File: src/hw/at_pkg.sv
package at_pkg;

	// counter geometry
	localparam int              CNT_W   = 12;
	localparam logic [11:0]     CNT_MAX = 12'hFFF;
	localparam logic [11:0]     CNT_RST = 12'h000;

	// register indices; byte address is four times the index
	localparam int              IDX_W        = 6;
	localparam logic [5:0]      IDX_CTRL     = 6'h0D;
	localparam logic [5:0]      IDX_CNT_HI   = 6'h0E;
	localparam logic [5:0]      IDX_CNT_LO   = 6'h0F;
	localparam logic [5:0]      IDX_RLD_HI   = 6'h10;
	localparam logic [5:0]      IDX_RLD_LO   = 6'h11;
	localparam logic [5:0]      IDX_OUT_CTRL = 6'h12;
	localparam logic [5:0]      IDX_CMP_STAT = 6'h13;
	localparam logic [5:0]      IDX_DUTY_HI  = 6'h17;
	localparam logic [5:0]      IDX_DUTY_LO  = 6'h18;

	// timer_control_status fields
	localparam int              CS_SEL_HI = 4;
	localparam int              CS_SEL_LO = 3;
	localparam int              CS_OVF    = 2;
	localparam int              CS_OVERFLOW_IRQ_ENABLE  = 1;
	localparam int              CS_COMPARE_IRQ_ENABLE  = 0;
	// compare_status_reg fields
	localparam int              CMP_INV   = 1;
	localparam int              CMP_FLAG  = 0;
	// output_control_reg fields
	localparam int              OC_OE     = 0;

	localparam logic [7:0]      REG_RST   = 8'h00;

	// counter_clock_select codes
	localparam logic [1:0]      SEL_OFF   = 2'h0;
	localparam logic [1:0]      SEL_SLOW  = 2'h1;
	localparam logic [1:0]      SEL_CPU   = 2'h2;

	// slow-mode divider
	localparam int              SLOW_DIV  = 32;
	localparam logic [4:0]      DIV_LAST  = 5'(SLOW_DIV - 1);
	localparam logic [4:0]      DIV_RST   = 5'h00;

	// system power state as seen by the timer
	typedef struct packed {
		logic slowMode;
		logic haltMode;
		logic activeHalt;
		logic cpuIrqMask;
	} power_s;

endpackage

File: src/hw/at_tick_gen.sv
`timescale 1ns/1ns
`default_nettype none
module at_tick_gen (
	// system
	input  wire logic         clk,
	input  wire logic         rst_n,
	// selection
	input  wire logic [1:0]   clockSel,
	input  wire logic         slowTick,
	input  wire logic         ovfIrqEnable,
	input  wire at_pkg::power_s power,
	// counter clock enable
	output logic              tick
);

	logic       rawTick;
	logic       run;
	logic [4:0] div_q;
	logic [4:0] div_d;

	// halt stops the timer; active-halt only lets the slow timebase through, and only with the overflow interrupt enabled
	assign run = !power.haltMode &&
		(!power.activeHalt || (clockSel == at_pkg::SEL_SLOW && ovfIrqEnable));
	// reserved code 11 behaves as off
	assign rawTick = (clockSel == at_pkg::SEL_SLOW) ? slowTick :
		(clockSel == at_pkg::SEL_CPU);
	assign tick = run && rawTick &&
		(!power.slowMode || div_q == at_pkg::DIV_LAST);

	always_comb begin
		div_d = div_q;
		if (!power.slowMode) begin
			div_d = at_pkg::DIV_RST;
		end else if (run && rawTick) begin
			div_d = div_q + 5'h01;
		end
	end

	always_ff @(posedge clk) begin
		if (!rst_n) begin
			div_q <= at_pkg::DIV_RST;
		end else begin
			div_q <= div_d;
		end
	end

	property p_halt_stops;
		@(posedge clk) disable iff (!rst_n)
		power.haltMode |-> !tick;
	endproperty
	a_halt_stops: assert property (p_halt_stops) else $error("tick during halt");

	property p_slow_div;
		@(posedge clk) disable iff (!rst_n)
		(tick && power.slowMode) |-> (div_q == 5'h1F);
	endproperty
	a_slow_div: assert property (p_slow_div) else $error("slow tick not every 32");

endmodule
`default_nettype wire

File: src/hw/at_pulse_drive.sv
`timescale 1ns/1ns
`default_nettype none
module at_pulse_drive (
	// system
	input  wire logic clk,
	input  wire logic rst_n,
	// events from the counter
	input  wire logic ovfEvt,
	input  wire logic hit,
	// control
	input  wire logic pwmMode,
	input  wire logic invert,
	// pin
	output logic      pulseOut,
	output logic      pulseOe
);

	logic raw_q;
	logic raw_d;
	logic pulseOut_d;

	always_comb begin
		raw_d = raw_q;
		if (ovfEvt) begin
			// duty equal to reload means the match lands on the overflow: 0%
			raw_d = !hit;
		end else if (hit) begin
			raw_d = 1'b0;
		end
		// compare mode drives no pulse
		pulseOut_d = pwmMode ? (raw_d ^ invert) : 1'b0;
	end

	always_ff @(posedge clk) begin
		if (!rst_n) begin
			raw_q    <= 1'b0;
			pulseOut <= 1'b0;
			pulseOe  <= 1'b0;
		end else begin
			raw_q    <= raw_d;
			pulseOut <= pulseOut_d;
			pulseOe  <= pwmMode;
		end
	end

	property p_polarity;
		@(posedge clk) disable iff (!rst_n)
		pwmMode |=> (pulseOut == (raw_q ^ $past(invert)));
	endproperty
	a_polarity: assert property (p_polarity) else $error("polarity wrong");

	property p_match_low;
		@(posedge clk) disable iff (!rst_n)
		(hit && !ovfEvt) |=> !raw_q;
	endproperty
	a_match_low: assert property (p_match_low) else $error("match did not drive low");

endmodule
`default_nettype wire

File: src/hw/autoreload_timer.sv
// Notes on behaviour
// - output-enable set makes the block drive the pulse pin; clear frees it.
// - pulse period is 4096 minus reload counter ticks.
// - counter starts from zero after reset.
// - overflow reloads counter, moves duty to shadow, sets pulse high.
// - counter equal to active duty drives pulse low until overflow.
// - polarity bit inverts the pulse output.
// - one step resolution; duty equal reload gives 0% or 100%.
// - high-byte write suspends compare until low byte written.
// - in compare mode a written duty compares at once.
// - counter reaching compare value sets flag, requests interrupt if enabled.
// - compare events need a nonzero duty value.
// - shadow copied each overflow; pulse mode uses shadow, compare mode duty.
// - slow mode divides the counter clock by 32; wait has no effect.
// - halt stops; active-halt runs only on slow timebase with overflow enabled.
// - separate overflow and compare requests, gated by enable and CPU mask.
// - clock select bits 4:3 reset to off; 01 slow, 10 CPU, 11 reserved.
// - overflow flag set on FFF to reload; control read clears it.
// - cleared overflow flag reads high for one more counter tick.
// - compare flag clears on compare status read, not on write.
// - compare interrupt enable masks the request, not the flag, and resets clear.
`timescale 1ns/1ns
`default_nettype none
module autoreload_timer (
	// system
	input  wire logic          clk,
	input  wire logic          rst_n,
	// Avalon-MM slave
	input  wire logic [7:0]    address,
	input  wire logic          read,
	input  wire logic          write,
	input  wire logic [31:0]   writedata,
	input  wire logic [3:0]    byteenable,
	output logic [31:0]        readdata,
	output logic               waitrequest,
	// clocking and power
	input  wire logic          slowTick,
	input  wire at_pkg::power_s power,
	// pulse pin
	output logic               pulseOut,
	output logic               pulseOe,
	// interrupt requests and wake-ups
	output logic               ovfIrq,
	output logic               cmpIrq,
	output logic               waitWake,
	output logic               haltWake
);

	// writes the low or high part of a 12-bit value
	function automatic logic [11:0] setPart(input logic [11:0] old, input logic [7:0] b,
		input logic hi);
		return hi ? {b[3:0], old[7:0]} : {old[11:8], b};
	endfunction

	logic [11:0] cnt_q,     cnt_d;
	logic [11:0] reload_q,  reload_d;
	logic [11:0] duty_q,    duty_d;
	logic [11:0] shadow_q,  shadow_d;
	logic [1:0]  clkSel_q,  clkSel_d;
	logic        ovf_q,     ovf_d;
	logic        ovfClr_q,  ovfClr_d;
	logic        overflow_irq_enable_q,   overflow_irq_enable_d;
	logic        compare_irq_enable_q,   compare_irq_enable_d;
	logic        cmpf_q,    cmpf_d;
	logic        invert_q,  invert_d;
	logic        oe_q,      oe_d;
	logic        lock_q,    lock_d;
	logic [31:0] readdata_d;
	logic        wait_d;
	logic        ovfIrq_d, cmpIrq_d, waitWake_d, haltWake_d;

	logic        tick;
	logic        req;
	logic        acc;
	logic        wrAcc;
	logic        rdAcc;
	logic [5:0]  idx;
	logic [7:0]  wb;
	logic        ovfEvt;
	logic [11:0] nxtCnt;
	logic [11:0] cmpVal;
	logic        hit;
	logic [7:0]  rdByte;

	at_tick_gen u_tick (
		.clk          (clk),
		.rst_n        (rst_n),
		.clockSel     (clkSel_q),
		.slowTick     (slowTick),
		.ovfIrqEnable (overflow_irq_enable_q),
		.power        (power),
		.tick         (tick)
	);

	at_pulse_drive u_pulse (
		.clk      (clk),
		.rst_n    (rst_n),
		.ovfEvt   (ovfEvt),
		.hit      (hit),
		.pwmMode  (oe_q),
		.invert   (invert_q),
		.pulseOut (pulseOut),
		.pulseOe  (pulseOe)
	);

	// bus: one wait cycle, then the access completes while waitrequest is low
	assign req   = read || write;
	assign acc   = req && !waitrequest;
	assign wrAcc = acc && write && byteenable[0];
	assign rdAcc = acc && read;
	assign idx   = address[7:2];
	assign wb    = writedata[7:0];

	// counter datapath
	assign ovfEvt = tick && (cnt_q == at_pkg::CNT_MAX);
	assign nxtCnt = ovfEvt ? reload_q : cnt_q + 12'h001;
	// pulse mode looks at the shadow as it stands after this tick
	assign cmpVal = oe_q ? (ovfEvt ? duty_q : shadow_q) : duty_q;
	assign hit    = tick && !lock_q && (nxtCnt == cmpVal);

	always_comb begin
		rdByte = 8'h00;
		case (idx)
			at_pkg::IDX_CTRL:     rdByte = {3'h0, clkSel_q, ovf_q, overflow_irq_enable_q, compare_irq_enable_q};
			at_pkg::IDX_CNT_HI:   rdByte = {4'h0, cnt_q[11:8]};
			at_pkg::IDX_CNT_LO:   rdByte = cnt_q[7:0];
			at_pkg::IDX_RLD_HI:   rdByte = {4'h0, reload_q[11:8]};
			at_pkg::IDX_RLD_LO:   rdByte = reload_q[7:0];
			at_pkg::IDX_OUT_CTRL: rdByte = {7'h00, oe_q};
			at_pkg::IDX_CMP_STAT: rdByte = {6'h00, invert_q, cmpf_q};
			at_pkg::IDX_DUTY_HI:  rdByte = {4'h0, duty_q[11:8]};
			at_pkg::IDX_DUTY_LO:  rdByte = duty_q[7:0];
			default:              rdByte = 8'h00;
		endcase
	end

	always_comb begin
		wait_d     = !(req && waitrequest);
		readdata_d = (req && waitrequest) ? {24'h000000, rdByte} : readdata;
		cnt_d      = tick ? nxtCnt : cnt_q;
		shadow_d   = ovfEvt ? duty_q : shadow_q;
		reload_d   = reload_q;
		duty_d     = duty_q;
		clkSel_d   = clkSel_q;
		overflow_irq_enable_d    = overflow_irq_enable_q;
		compare_irq_enable_d    = compare_irq_enable_q;
		invert_d   = invert_q;
		oe_d       = oe_q;
		lock_d     = lock_q;
		ovf_d      = ovf_q;
		ovfClr_d   = ovfClr_q;
		cmpf_d     = cmpf_q;
		if (wrAcc) begin
			case (idx)
				at_pkg::IDX_CTRL: begin
					clkSel_d = wb[at_pkg::CS_SEL_HI:at_pkg::CS_SEL_LO];
					overflow_irq_enable_d  = wb[at_pkg::CS_OVERFLOW_IRQ_ENABLE];
					compare_irq_enable_d  = wb[at_pkg::CS_COMPARE_IRQ_ENABLE];
				end
				at_pkg::IDX_RLD_HI:   reload_d = setPart(reload_q, wb, 1'b1);
				at_pkg::IDX_RLD_LO:   reload_d = setPart(reload_q, wb, 1'b0);
				at_pkg::IDX_OUT_CTRL: oe_d = wb[at_pkg::OC_OE];
				at_pkg::IDX_CMP_STAT: invert_d = wb[at_pkg::CMP_INV];
				at_pkg::IDX_DUTY_HI: begin
					duty_d = setPart(duty_q, wb, 1'b1);
					lock_d = 1'b1;
				end
				at_pkg::IDX_DUTY_LO: begin
					duty_d = setPart(duty_q, wb, 1'b0);
					lock_d = 1'b0;
				end
				default: begin
				end
			endcase
		end
		// the overflow flag falls only on the counter tick after the read
		if (rdAcc && idx == at_pkg::IDX_CTRL && ovf_q) begin
			ovfClr_d = 1'b1;
		end
		if (tick && ovfClr_q) begin
			ovf_d    = 1'b0;
			ovfClr_d = 1'b0;
		end
		if (ovfEvt) begin
			ovf_d    = 1'b1;
			ovfClr_d = 1'b0;
		end
		// compare flag: read clears, a match in the same cycle wins
		if (rdAcc && idx == at_pkg::IDX_CMP_STAT) begin
			cmpf_d = 1'b0;
		end
		if (hit && cmpVal != at_pkg::CNT_RST) begin
			cmpf_d = 1'b1;
		end
		ovfIrq_d   = ovf_d && overflow_irq_enable_d && !power.cpuIrqMask;
		cmpIrq_d   = cmpf_d && compare_irq_enable_d && !power.cpuIrqMask;
		waitWake_d = ovfIrq_d || cmpIrq_d;
		haltWake_d = power.activeHalt && ovfIrq_d && clkSel_d == at_pkg::SEL_SLOW;
	end

	always_ff @(posedge clk) begin
		if (!rst_n) begin
			cnt_q       <= at_pkg::CNT_RST;
			reload_q    <= at_pkg::CNT_RST;
			duty_q      <= at_pkg::CNT_RST;
			shadow_q    <= at_pkg::CNT_RST;
			clkSel_q    <= at_pkg::SEL_OFF;
			ovf_q       <= 1'b0;
			ovfClr_q    <= 1'b0;
			overflow_irq_enable_q     <= 1'b0;
			compare_irq_enable_q     <= 1'b0;
			cmpf_q      <= 1'b0;
			invert_q    <= 1'b0;
			oe_q        <= 1'b0;
			lock_q      <= 1'b0;
			readdata    <= 32'h00000000;
			waitrequest <= 1'b1;
			ovfIrq      <= 1'b0;
			cmpIrq      <= 1'b0;
			waitWake    <= 1'b0;
			haltWake    <= 1'b0;
		end else begin
			cnt_q       <= cnt_d;
			reload_q    <= reload_d;
			duty_q      <= duty_d;
			shadow_q    <= shadow_d;
			clkSel_q    <= clkSel_d;
			ovf_q       <= ovf_d;
			ovfClr_q    <= ovfClr_d;
			overflow_irq_enable_q     <= overflow_irq_enable_d;
			compare_irq_enable_q     <= compare_irq_enable_d;
			cmpf_q      <= cmpf_d;
			invert_q    <= invert_d;
			oe_q        <= oe_d;
			lock_q      <= lock_d;
			readdata    <= readdata_d;
			waitrequest <= wait_d;
			ovfIrq      <= ovfIrq_d;
			cmpIrq      <= cmpIrq_d;
			waitWake    <= waitWake_d;
			haltWake    <= haltWake_d;
		end
	end

	property p_reset_zero;
		@(posedge clk) disable iff (!rst_n)
		!$past(rst_n) |-> (cnt_q == 12'h000);
	endproperty
	a_reset_zero: assert property (p_reset_zero) else $error("counter not zero after reset");

	property p_overflow_load;
		@(posedge clk) disable iff (!rst_n)
		(tick && cnt_q == 12'hFFF) |=>
			(cnt_q == $past(reload_q) && shadow_q == $past(duty_q) && ovf_q);
	endproperty
	a_overflow_load: assert property (p_overflow_load) else $error("overflow load wrong");

	property p_step;
		@(posedge clk) disable iff (!rst_n)
		(tick && cnt_q != 12'hFFF) |=> (cnt_q == $past(cnt_q) + 12'h001);
	endproperty
	a_step: assert property (p_step) else $error("counter did not step");

	property p_hold_off;
		@(posedge clk) disable iff (!rst_n)
		(clkSel_q == 2'h0) |=> $stable(cnt_q);
	endproperty
	a_hold_off: assert property (p_hold_off) else $error("counter moved while off");

	property p_ovf_linger;
		@(posedge clk) disable iff (!rst_n)
		(ovf_q && !tick) |=> ovf_q;
	endproperty
	a_ovf_linger: assert property (p_ovf_linger) else $error("overflow flag fell early");

	property p_cmpf_write;
		@(posedge clk) disable iff (!rst_n)
		(cmpf_q && !(rdAcc && idx == 6'h13)) |=> cmpf_q;
	endproperty
	a_cmpf_write: assert property (p_cmpf_write) else $error("compare flag lost");

	property p_cmp_nonzero;
		@(posedge clk) disable iff (!rst_n)
		$rose(cmpf_q) |-> ($past(cmpVal) != 12'h000 && !$past(lock_q));
	endproperty
	a_cmp_nonzero: assert property (p_cmp_nonzero) else $error("bad compare event");

	property p_cmp_irq;
		@(posedge clk) disable iff (!rst_n)
		// the request is registered, so it follows the mask as it stood one cycle earlier
		(cmpf_q && compare_irq_enable_q && !$past(power.cpuIrqMask)) |-> cmpIrq;
	endproperty
	a_cmp_irq: assert property (p_cmp_irq) else $error("compare request missing");

endmodule
`default_nettype wire

File: config.mk
export PLATFORM = sky130hd
export DESIGN_NAME = autoreload_timer
export DESIGN_NICKNAME = d
export VERILOG_FILES = /design/src/hw/at_pkg.sv /design/src/hw/at_tick_gen.sv /design/src/hw/at_pulse_drive.sv /design/src/hw/autoreload_timer.sv
export SDC_FILE = /design/constraint.sdc
export NUM_CORES = 1
export LEC_CHECK = 0
export ABC_AREA = 1
export BUFFER_PORTS_ARGS = -buffer_cell sky130_fd_sc_hd__buf_2
export CORE_UTILIZATION = 50
export DETAILED_ROUTE_END_ITERATION = 8
export PLACE_DENSITY = 0.79
export REMOVE_ABC_BUFFERS = 1
export SLEW_MARGIN = 15
export SYNTH_ARGS = -nofsm -noshare
export SYNTH_HDL_FRONTEND = slang
export SYNTH_SLANG_ARGS = --single-unit
File: constraint.sdc
create_clock -name clk -period 2.7 [get_ports clk]
set_input_delay 0.27 -clock clk [delete_from_list [all_inputs] [get_ports clk]]
set_output_delay 0.27 -clock clk [all_outputs]
set_load 0.02 [all_outputs]
Word-level counts from Yosys, hierarchy flattened
Index checks and enable logic that the tools add are counted.
{"block": "totals", "register_bits": 79, "input_bits": 53, "word_cells": 115}
{"block": "classes", "n_addsub": 2, "n_eq_ne": 15, "n_mux": 20, "bitwise_logic": 6, "n_reduce_logical": 47}
{"operator": "case mux 8 bit (9 select lines)", "n": 1}
{"operator": "case mux 12 bit (2 select lines)", "n": 2}
{"operator": "equality test 6 x 5 -> 1 bit (second input constant)", "n": 6}
{"operator": "2-to-1 mux 12 bit", "n": 3}
{"operator": "logical AND 1 bit", "n": 23}
{"operator": "equality test 6 x 4 -> 1 bit (second input constant)", "n": 3}
{"operator": "adder 12 x 1 -> 12 bit (second input constant)", "n": 1}
{"operator": "equality test 12 bit", "n": 1}
{"operator": "equality test 12 bit (second input constant)", "n": 1}
{"operator": "AND reduction 3 bit", "n": 4}
{"operator": "nonzero test 12 bit", "n": 1}
{"operator": "2-to-1 mux 1 bit", "n": 11}
{"operator": "AND reduction 2 bit", "n": 5}
{"operator": "zero test 1 bit", "n": 8}
{"operator": "adder 5 x 1 -> 5 bit (second input constant)", "n": 1}
{"operator": "equality test 5 bit (second input constant)", "n": 1}
{"operator": "inverter 1 bit", "n": 5}
{"operator": "equality test 2 x 1 -> 1 bit (second input constant)", "n": 2}
{"operator": "logical OR 1 bit", "n": 4}
{"operator": "2-to-1 mux 2 bit", "n": 2}
{"operator": "OR reduction 3 bit", "n": 1}
{"operator": "equality test 2 bit (second input constant)", "n": 1}
{"operator": "case mux 1 bit (2 select lines)", "n": 1}
{"operator": "nonzero test 2 bit", "n": 1}
{"operator": "XOR 1 bit", "n": 1}

Depth between registers and ports, before layout
{"block": "depth", "depth_word": 16, "mapped_depth": 20, "mapped_depth_nobuf": 19}

By module
From an unflattened synthesis, not the netlist that was laid out.
{"block": "hier_totals", "hier_cells": 722, "area_unflattened_um2": 4673.2}
{"module": "autoreload_timer", "n_inst": 1, "cells_per_inst": 661, "area_each_um2": 4229.1, "seq_area_each_um2": 1421.4}
{"module": "at_tick_gen", "n_inst": 1, "cells_per_inst": 47, "area_each_um2": 329.1, "seq_area_each_um2": 100.1}
{"module": "at_pulse_drive", "n_inst": 1, "cells_per_inst": 14, "area_each_um2": 115.1, "seq_area_each_um2": 60.1}

Worst setup path after synthesis
OpenSTA, ideal clock, no wires.
{"block": "synth_timing", "path_type": "flip-flop to flip-flop", "from": "reg u_tick.div_q[0]", "to": "reg u_pulse.pulseOut", "setup_time_ns": 0.115, "arrival_ns": 2.083, "t_required_ns": 2.585, "path_slack_ns": 0.502, "path_stages_with_launch": 20, "path_buffers": 1, "period_less_slack_ns": 2.198, "path_cell_list": "dfxtp_1 -> ha_1 -> inv_1 -> nor3_1 -> ha_1 -> nor2_1 -> inv_1 -> nand3_4 -> buf_6 -> nand2_1 -> nand2_1 -> inv_1 -> nand3_1 -> nand2_1 -> nor2_1 -> nand2_1 -> nor2_1 -> nand2_1 -> a21oi_1 -> nor2_1"}
{"block": "synth_via", "elab_chain_len": 11, "elab_cells_between_ends": 14}
{"element": "from (decl)", "line": "at_tick_gen.sv:18", "text": "logic [4:0] div_q;"}
{"element": "from (signal assigned)", "line": "at_tick_gen.sv:41", "text": "div_q <= at_pkg::DIV_RST;"}
{"element": "from (signal assigned)", "line": "at_tick_gen.sv:43", "text": "div_q <= div_d;"}
{"element": "equality test 5 bit (*)", "line": "at_tick_gen.sv:28", "text": "(!power.slowMode || div_q == at_pkg::DIV_LAST);"}
{"element": "logical OR 1 bit (*)", "line": "at_tick_gen.sv:28"}
{"element": "logical AND 1 bit (*)", "line": "at_tick_gen.sv:27", "text": "assign tick = run && rawTick &&"}
{"element": "logical AND 1 bit", "line": "autoreload_timer.sv:115", "text": "assign ovfEvt = tick && (cnt_q == at_pkg::CNT_MAX);"}
{"element": "2-to-1 mux 12 bit"}
{"element": "2-to-1 mux 12 bit", "line": "autoreload_timer.sv:118", "text": "assign cmpVal = oe_q ? (ovfEvt ? duty_q : shadow_q) : duty_q;"}
{"element": "equality test 12 bit", "line": "autoreload_timer.sv:119", "text": "assign hit = tick && !lock_q && (nxtCnt == cmpVal);"}
{"element": "logical AND 1 bit", "line": "autoreload_timer.sv:119"}
{"element": "2-to-1 mux 1 bit or zero test 1 bit (tied branches)", "line": "at_pulse_drive.sv:27, at_pulse_drive.sv:26"}
{"element": "2-to-1 mux 1 bit (*)", "line": "at_pulse_drive.sv:24", "text": "if (ovfEvt) begin"}
{"element": "XOR 1 bit (*)", "line": "at_pulse_drive.sv:31", "text": "pulseOut_d = pwmMode ? (raw_d ^ invert) : 1'b0;"}
{"element": "to (signal assigned)", "line": "at_pulse_drive.sv:41", "text": "pulseOut <= pulseOut_d;"}
{"element": "to (decl)", "line": "at_pulse_drive.sv:14", "text": "output logic pulseOut,"}
Every way passes the cells marked *; elsewhere a longest branch is shown, timed or not.
A chain may end at the register's enable or synchronous reset.

Final worst setup path
{"block": "layout_timing", "from": "reg cnt_q[1]", "to": "reg waitWake"}
{"block": "layout_via", "elab_chain_len": 11, "elab_cells_between_ends": 17}
{"element": "from (decl)", "line": "autoreload_timer.sv:55", "text": "logic [11:0] cnt_q, cnt_d;"}
{"element": "from (signal assigned)", "line": "autoreload_timer.sv:203", "text": "cnt_q <= at_pkg::CNT_RST;"}
{"element": "from (signal assigned)", "line": "autoreload_timer.sv:223", "text": "cnt_q <= cnt_d;"}
{"element": "branches (longest 10 deep; another with adder 12 x 1 -> 12 bit)"}
{"element": "logical OR 1 bit (*)", "line": "autoreload_timer.sv:197", "text": "waitWake_d = ovfIrq_d || cmpIrq_d;"}
{"element": "to (signal assigned)", "line": "autoreload_timer.sv:240", "text": "waitWake <= waitWake_d;"}
{"element": "to (decl)", "line": "autoreload_timer.sv:45", "text": "output logic waitWake,"}
Mark *: on every way between the ends.

==> key figures <==
Routing
  – Drt via density: 5.79
  – DR iter-0 viols: 617
  – Routed Antenna Nets: 0
  – Avg WL per Cell: 16.3 um
  – Residual DRC: 1
  – WL final: between 10000 and 15000 um
  – Routed vias: 5143
  – First-pass iteration count of the detailed router: 9

Die
  – Die W: between 90 and 100 um
  – Initial core utilization: a little over half
  – Core area: approximately 0.0088 sq mm
  – Full die area: 0.00970 sq mm
  – Site row count: 34
  – I/O pin total: roughly 90
  – Die H: between 90 and 100 um

Pwr
  – Max VDD drop: about 250 uV
  – Power density over the cells: between 400 and 500 mW/mm^2
  – P_leak: 2.41 nW

GRT
  – Antenna violations before repair: 0
  – Largest net degree at the start of global routing: 34
  – Gr ovfl total: 0
  – Number of global-route vias before repair: ~4.7k
  – Gr usage total: between 20% and 30%
  – First-pass GRT wire length: 22300 um

Critical path
  – Worst reg-to-reg setup slack: ~0.066 ns
  – WP data arrival: 2.89 ns
  – WS Path Type: reg2reg
  – Peak fanout along the critical path: 7
  – Req. time, crit path: a little under 3 ns
  – Setup crit start kind: flip-flop
  – CP endpoint kind: flip-flop
  – Reg2Reg Depth: 17

Synth
  – Compound-Gate Fraction of Synth Area: 16.0%
  – Largest family of logic cells by synthesized area: simple AND/OR/NAND/NOR gates
  – Simple-gate area share of the yosys netlist: between 30% and 40%
  – Synth Instances: between 700 and 800
  – Seq/Total Area, Yosys: around a third
  – Yosys top cell area share: about 34%
  – Yosys cell types: 37
  – Post-synthesis xor/xnor area fraction: 0.941%
  – Post-Synth Adder-Cell Area: less than 1%
  – Yosys warnings: 0
  – Top cells by area, synth: dfxtp_1 34%, nand2_1 14%, nand3_1 8.7%
  – Mux cell area share after synthesis: 0%
  – Synth Cell Area: 0.00466 sq mm
  – Synth area leader: dfxtp_1
  – #FFs+latches synth: between 70 and 80
  – Syn Area/Cell: 6.48 sq um

Clocking
  – Worst-skew pair later-pin latency: ~0.36 ns
  – Clock transition at path regs: about 0.080 ns
  – Bufs on Longest Clock Path: 2
  – CTS tree: yes
  – Hold Buf Count CTS: 0
  – Clock Tree Root: clkbuf_8
  – H-tree depth: 3
  – CTS buffer count: 9
  – Clock sink count: 79

Timing
  – Setup TNS: 0 ns
  – Worst-Margin Slew: 0.750 ns
  – Clock skew: 0.0103 ns
  – Setup violations, final: 0
  – Fin crit period: between 2 and 3 ns
  – Period utilization: between 90 and 100%
  – Slew headroom: 49.9%
  – Max-slew violations: 0
  – Hold slack: approximately 0.16 ns
  – Final Hold Viols: 0
  – Fmax: roughly 0.38 GHz

Finish
  – Storage element area: around 0.0016 sq mm
  – Fin cells: 888
  – Area grow syn2layout: 16.1%
  – Final nets: roughly 830
  – Area of the multi-input gates: 0.00258 sq mm
  – Antenna Cells: 0
  – Final Cell Area: between 0.005 and 0.006 sq mm
  – Fillers: just over 800
  – Share of layout cells above drive strength 1: roughly 16%

Placed design
  – Routability Congestion: just over 0.9
  – Port bufs: 38
  – Cell count after placement: 858
  – DPL Wire Length: roughly 9700 um
  – Dpl cell area: 0.00490 sq mm

Min path
  – Worst Hold Depth: 3
  – HP Class: in2reg

Outcome
  – Outcome: finished, violations left
  – Failing checks: design-rule violations

Run
  – Max-cap violations: 0
layout make-up:
type                            count  share of cell area (%)
Clock inverter                      6                    1.71
Sequential cell                    79                    29.4
Tap cell                          108                    2.50
Clock buffer                       10                    2.55
Multi-Input combinational cell    513                    47.7
Inverter                          105                    7.34
Timing Repair Buffer               67                    8.84
worst max-delay path, stage by stage (launching register included):
cell and delay, ns:
dfxtp_4 0.38, ha_2 0.19, nand2_2 0.09, nor2_4 0.19
nand2_2 0.11, nor2_4 0.13, buf_12 0.15, nand3_4 0.16
nand2_1 0.16, nand2_1 0.06, nand2_1 0.09, nand4_1 0.10
nor2_1 0.21, nand3_1 0.16, nand3_2 0.12, nand2_1 0.07
nand2_1 0.11, nand2_1 0.06
sequential cells by signal (all words and copies together) (netlist names), 2 cells and up:
| name | count |
|---|---|
| readdata | 8 |
| shadow_q | 12 |
| clkSel_q | 2 |
| u_tick.div_q | 5 |
| duty_q | 12 |
| cnt_q | 12 |
| reload_q | 12 |
logic make-up (layout without fill, tap and decap cells):
family	count (synthesis)	after routing
xor gates and xnor gates	5	5
adders and majority gates	3	3
and+or+nand+nor	342	345
DFF	79	79
other	1	24
buffers and inverters	153	188
AOI/OAI and AO/OA	136	136
worst paths after layout:
kind,from,to
hold reg to reg,readdata[6],readdata[6]
setup reg to reg,cnt_q[1],waitWake
hold / removal,writedata[7],reload_q[7]
setup / recovery,cnt_q[1],waitWake
what timing repair did:
action,CTS,global route
buffers inserted,3,9
endpoints found under the setup margin,3,5
resized for setup,1,32
cloned,2,1
pin swaps,1,7
through the flow:
step	setup slack, ns	total power, mW	utilization (%)
floorplan	0.169	1.26	-
finish	0.0660	2.31	61.1
CTS	0.0102	2.30	58.7
global route	-0.0203	2.37	61.1
global placement	0.0597	1.31	55.4
detailed placement	-0.0340	1.32	55.4
cell usage after synthesis (all sizes together):
| cell type | n |
|---|---|
| o211ai | 2 |
| a21oi | 64 |
| buf | 35 |
| nand3b | 4 |
| nor2 | 53 |
| nand4 | 11 |
| o21ai | 48 |
| or2 | 1 |
| a31oi | 1 |
| clkbuf | 13 |
| nand3 | 84 |
| dfxtp | 79 |
| and3 | 2 |
| xor2 | 5 |
| a221oi | 2 |
| o22ai | 8 |
| conb | 1 |
| nand2 | 177 |
| inv | 104 |
| o31ai | 3 |
| a211oi | 2 |
| o221ai | 5 |
| clkinv | 1 |
| nor3 | 9 |
| ha | 3 |
| nor4 | 1 |
| o2111ai | 1 |
layout by cell type, fill, tap and decap left out, drive strengths merged:
master	n
nand2	177
inv	105
nand3	87
dfxtp	79
buf	67
a21oi	64
nor2	53
o21ai	48
conb	24
nand4	11
clkbuf	10
nor3	9
o22ai	8
xor2	5
o221ai	5
nand3b	4
o31ai	3
ha	3
and3	2
a211oi	2
o211ai	2
a221oi	2
clkinvlp	2
bufinv	2
clkinv	2
or2	1
o2111ai	1
a31oi	1
nor4	1
power breakdown:
group | internal, mW | total [mW] | switching (mW)
sequential | 1.16 | 1.17 | 0.00141
clock | 0.551 | 1.02 | 0.466
combinational | 0.0277 | 0.129 | 0.101
total | 1.74 | 2.31 | 0.569
routing by layer:
layer	track usage, %	up-vias	wire length (um)
li1	-	2416	-
met1	37.3	2304	5530
met2	48.0	357	6770
met3	5.04	66	1550
met4	13.4	0	582
met5	0	-	0
No activity file was read; power rests on OpenSTA's default activity.
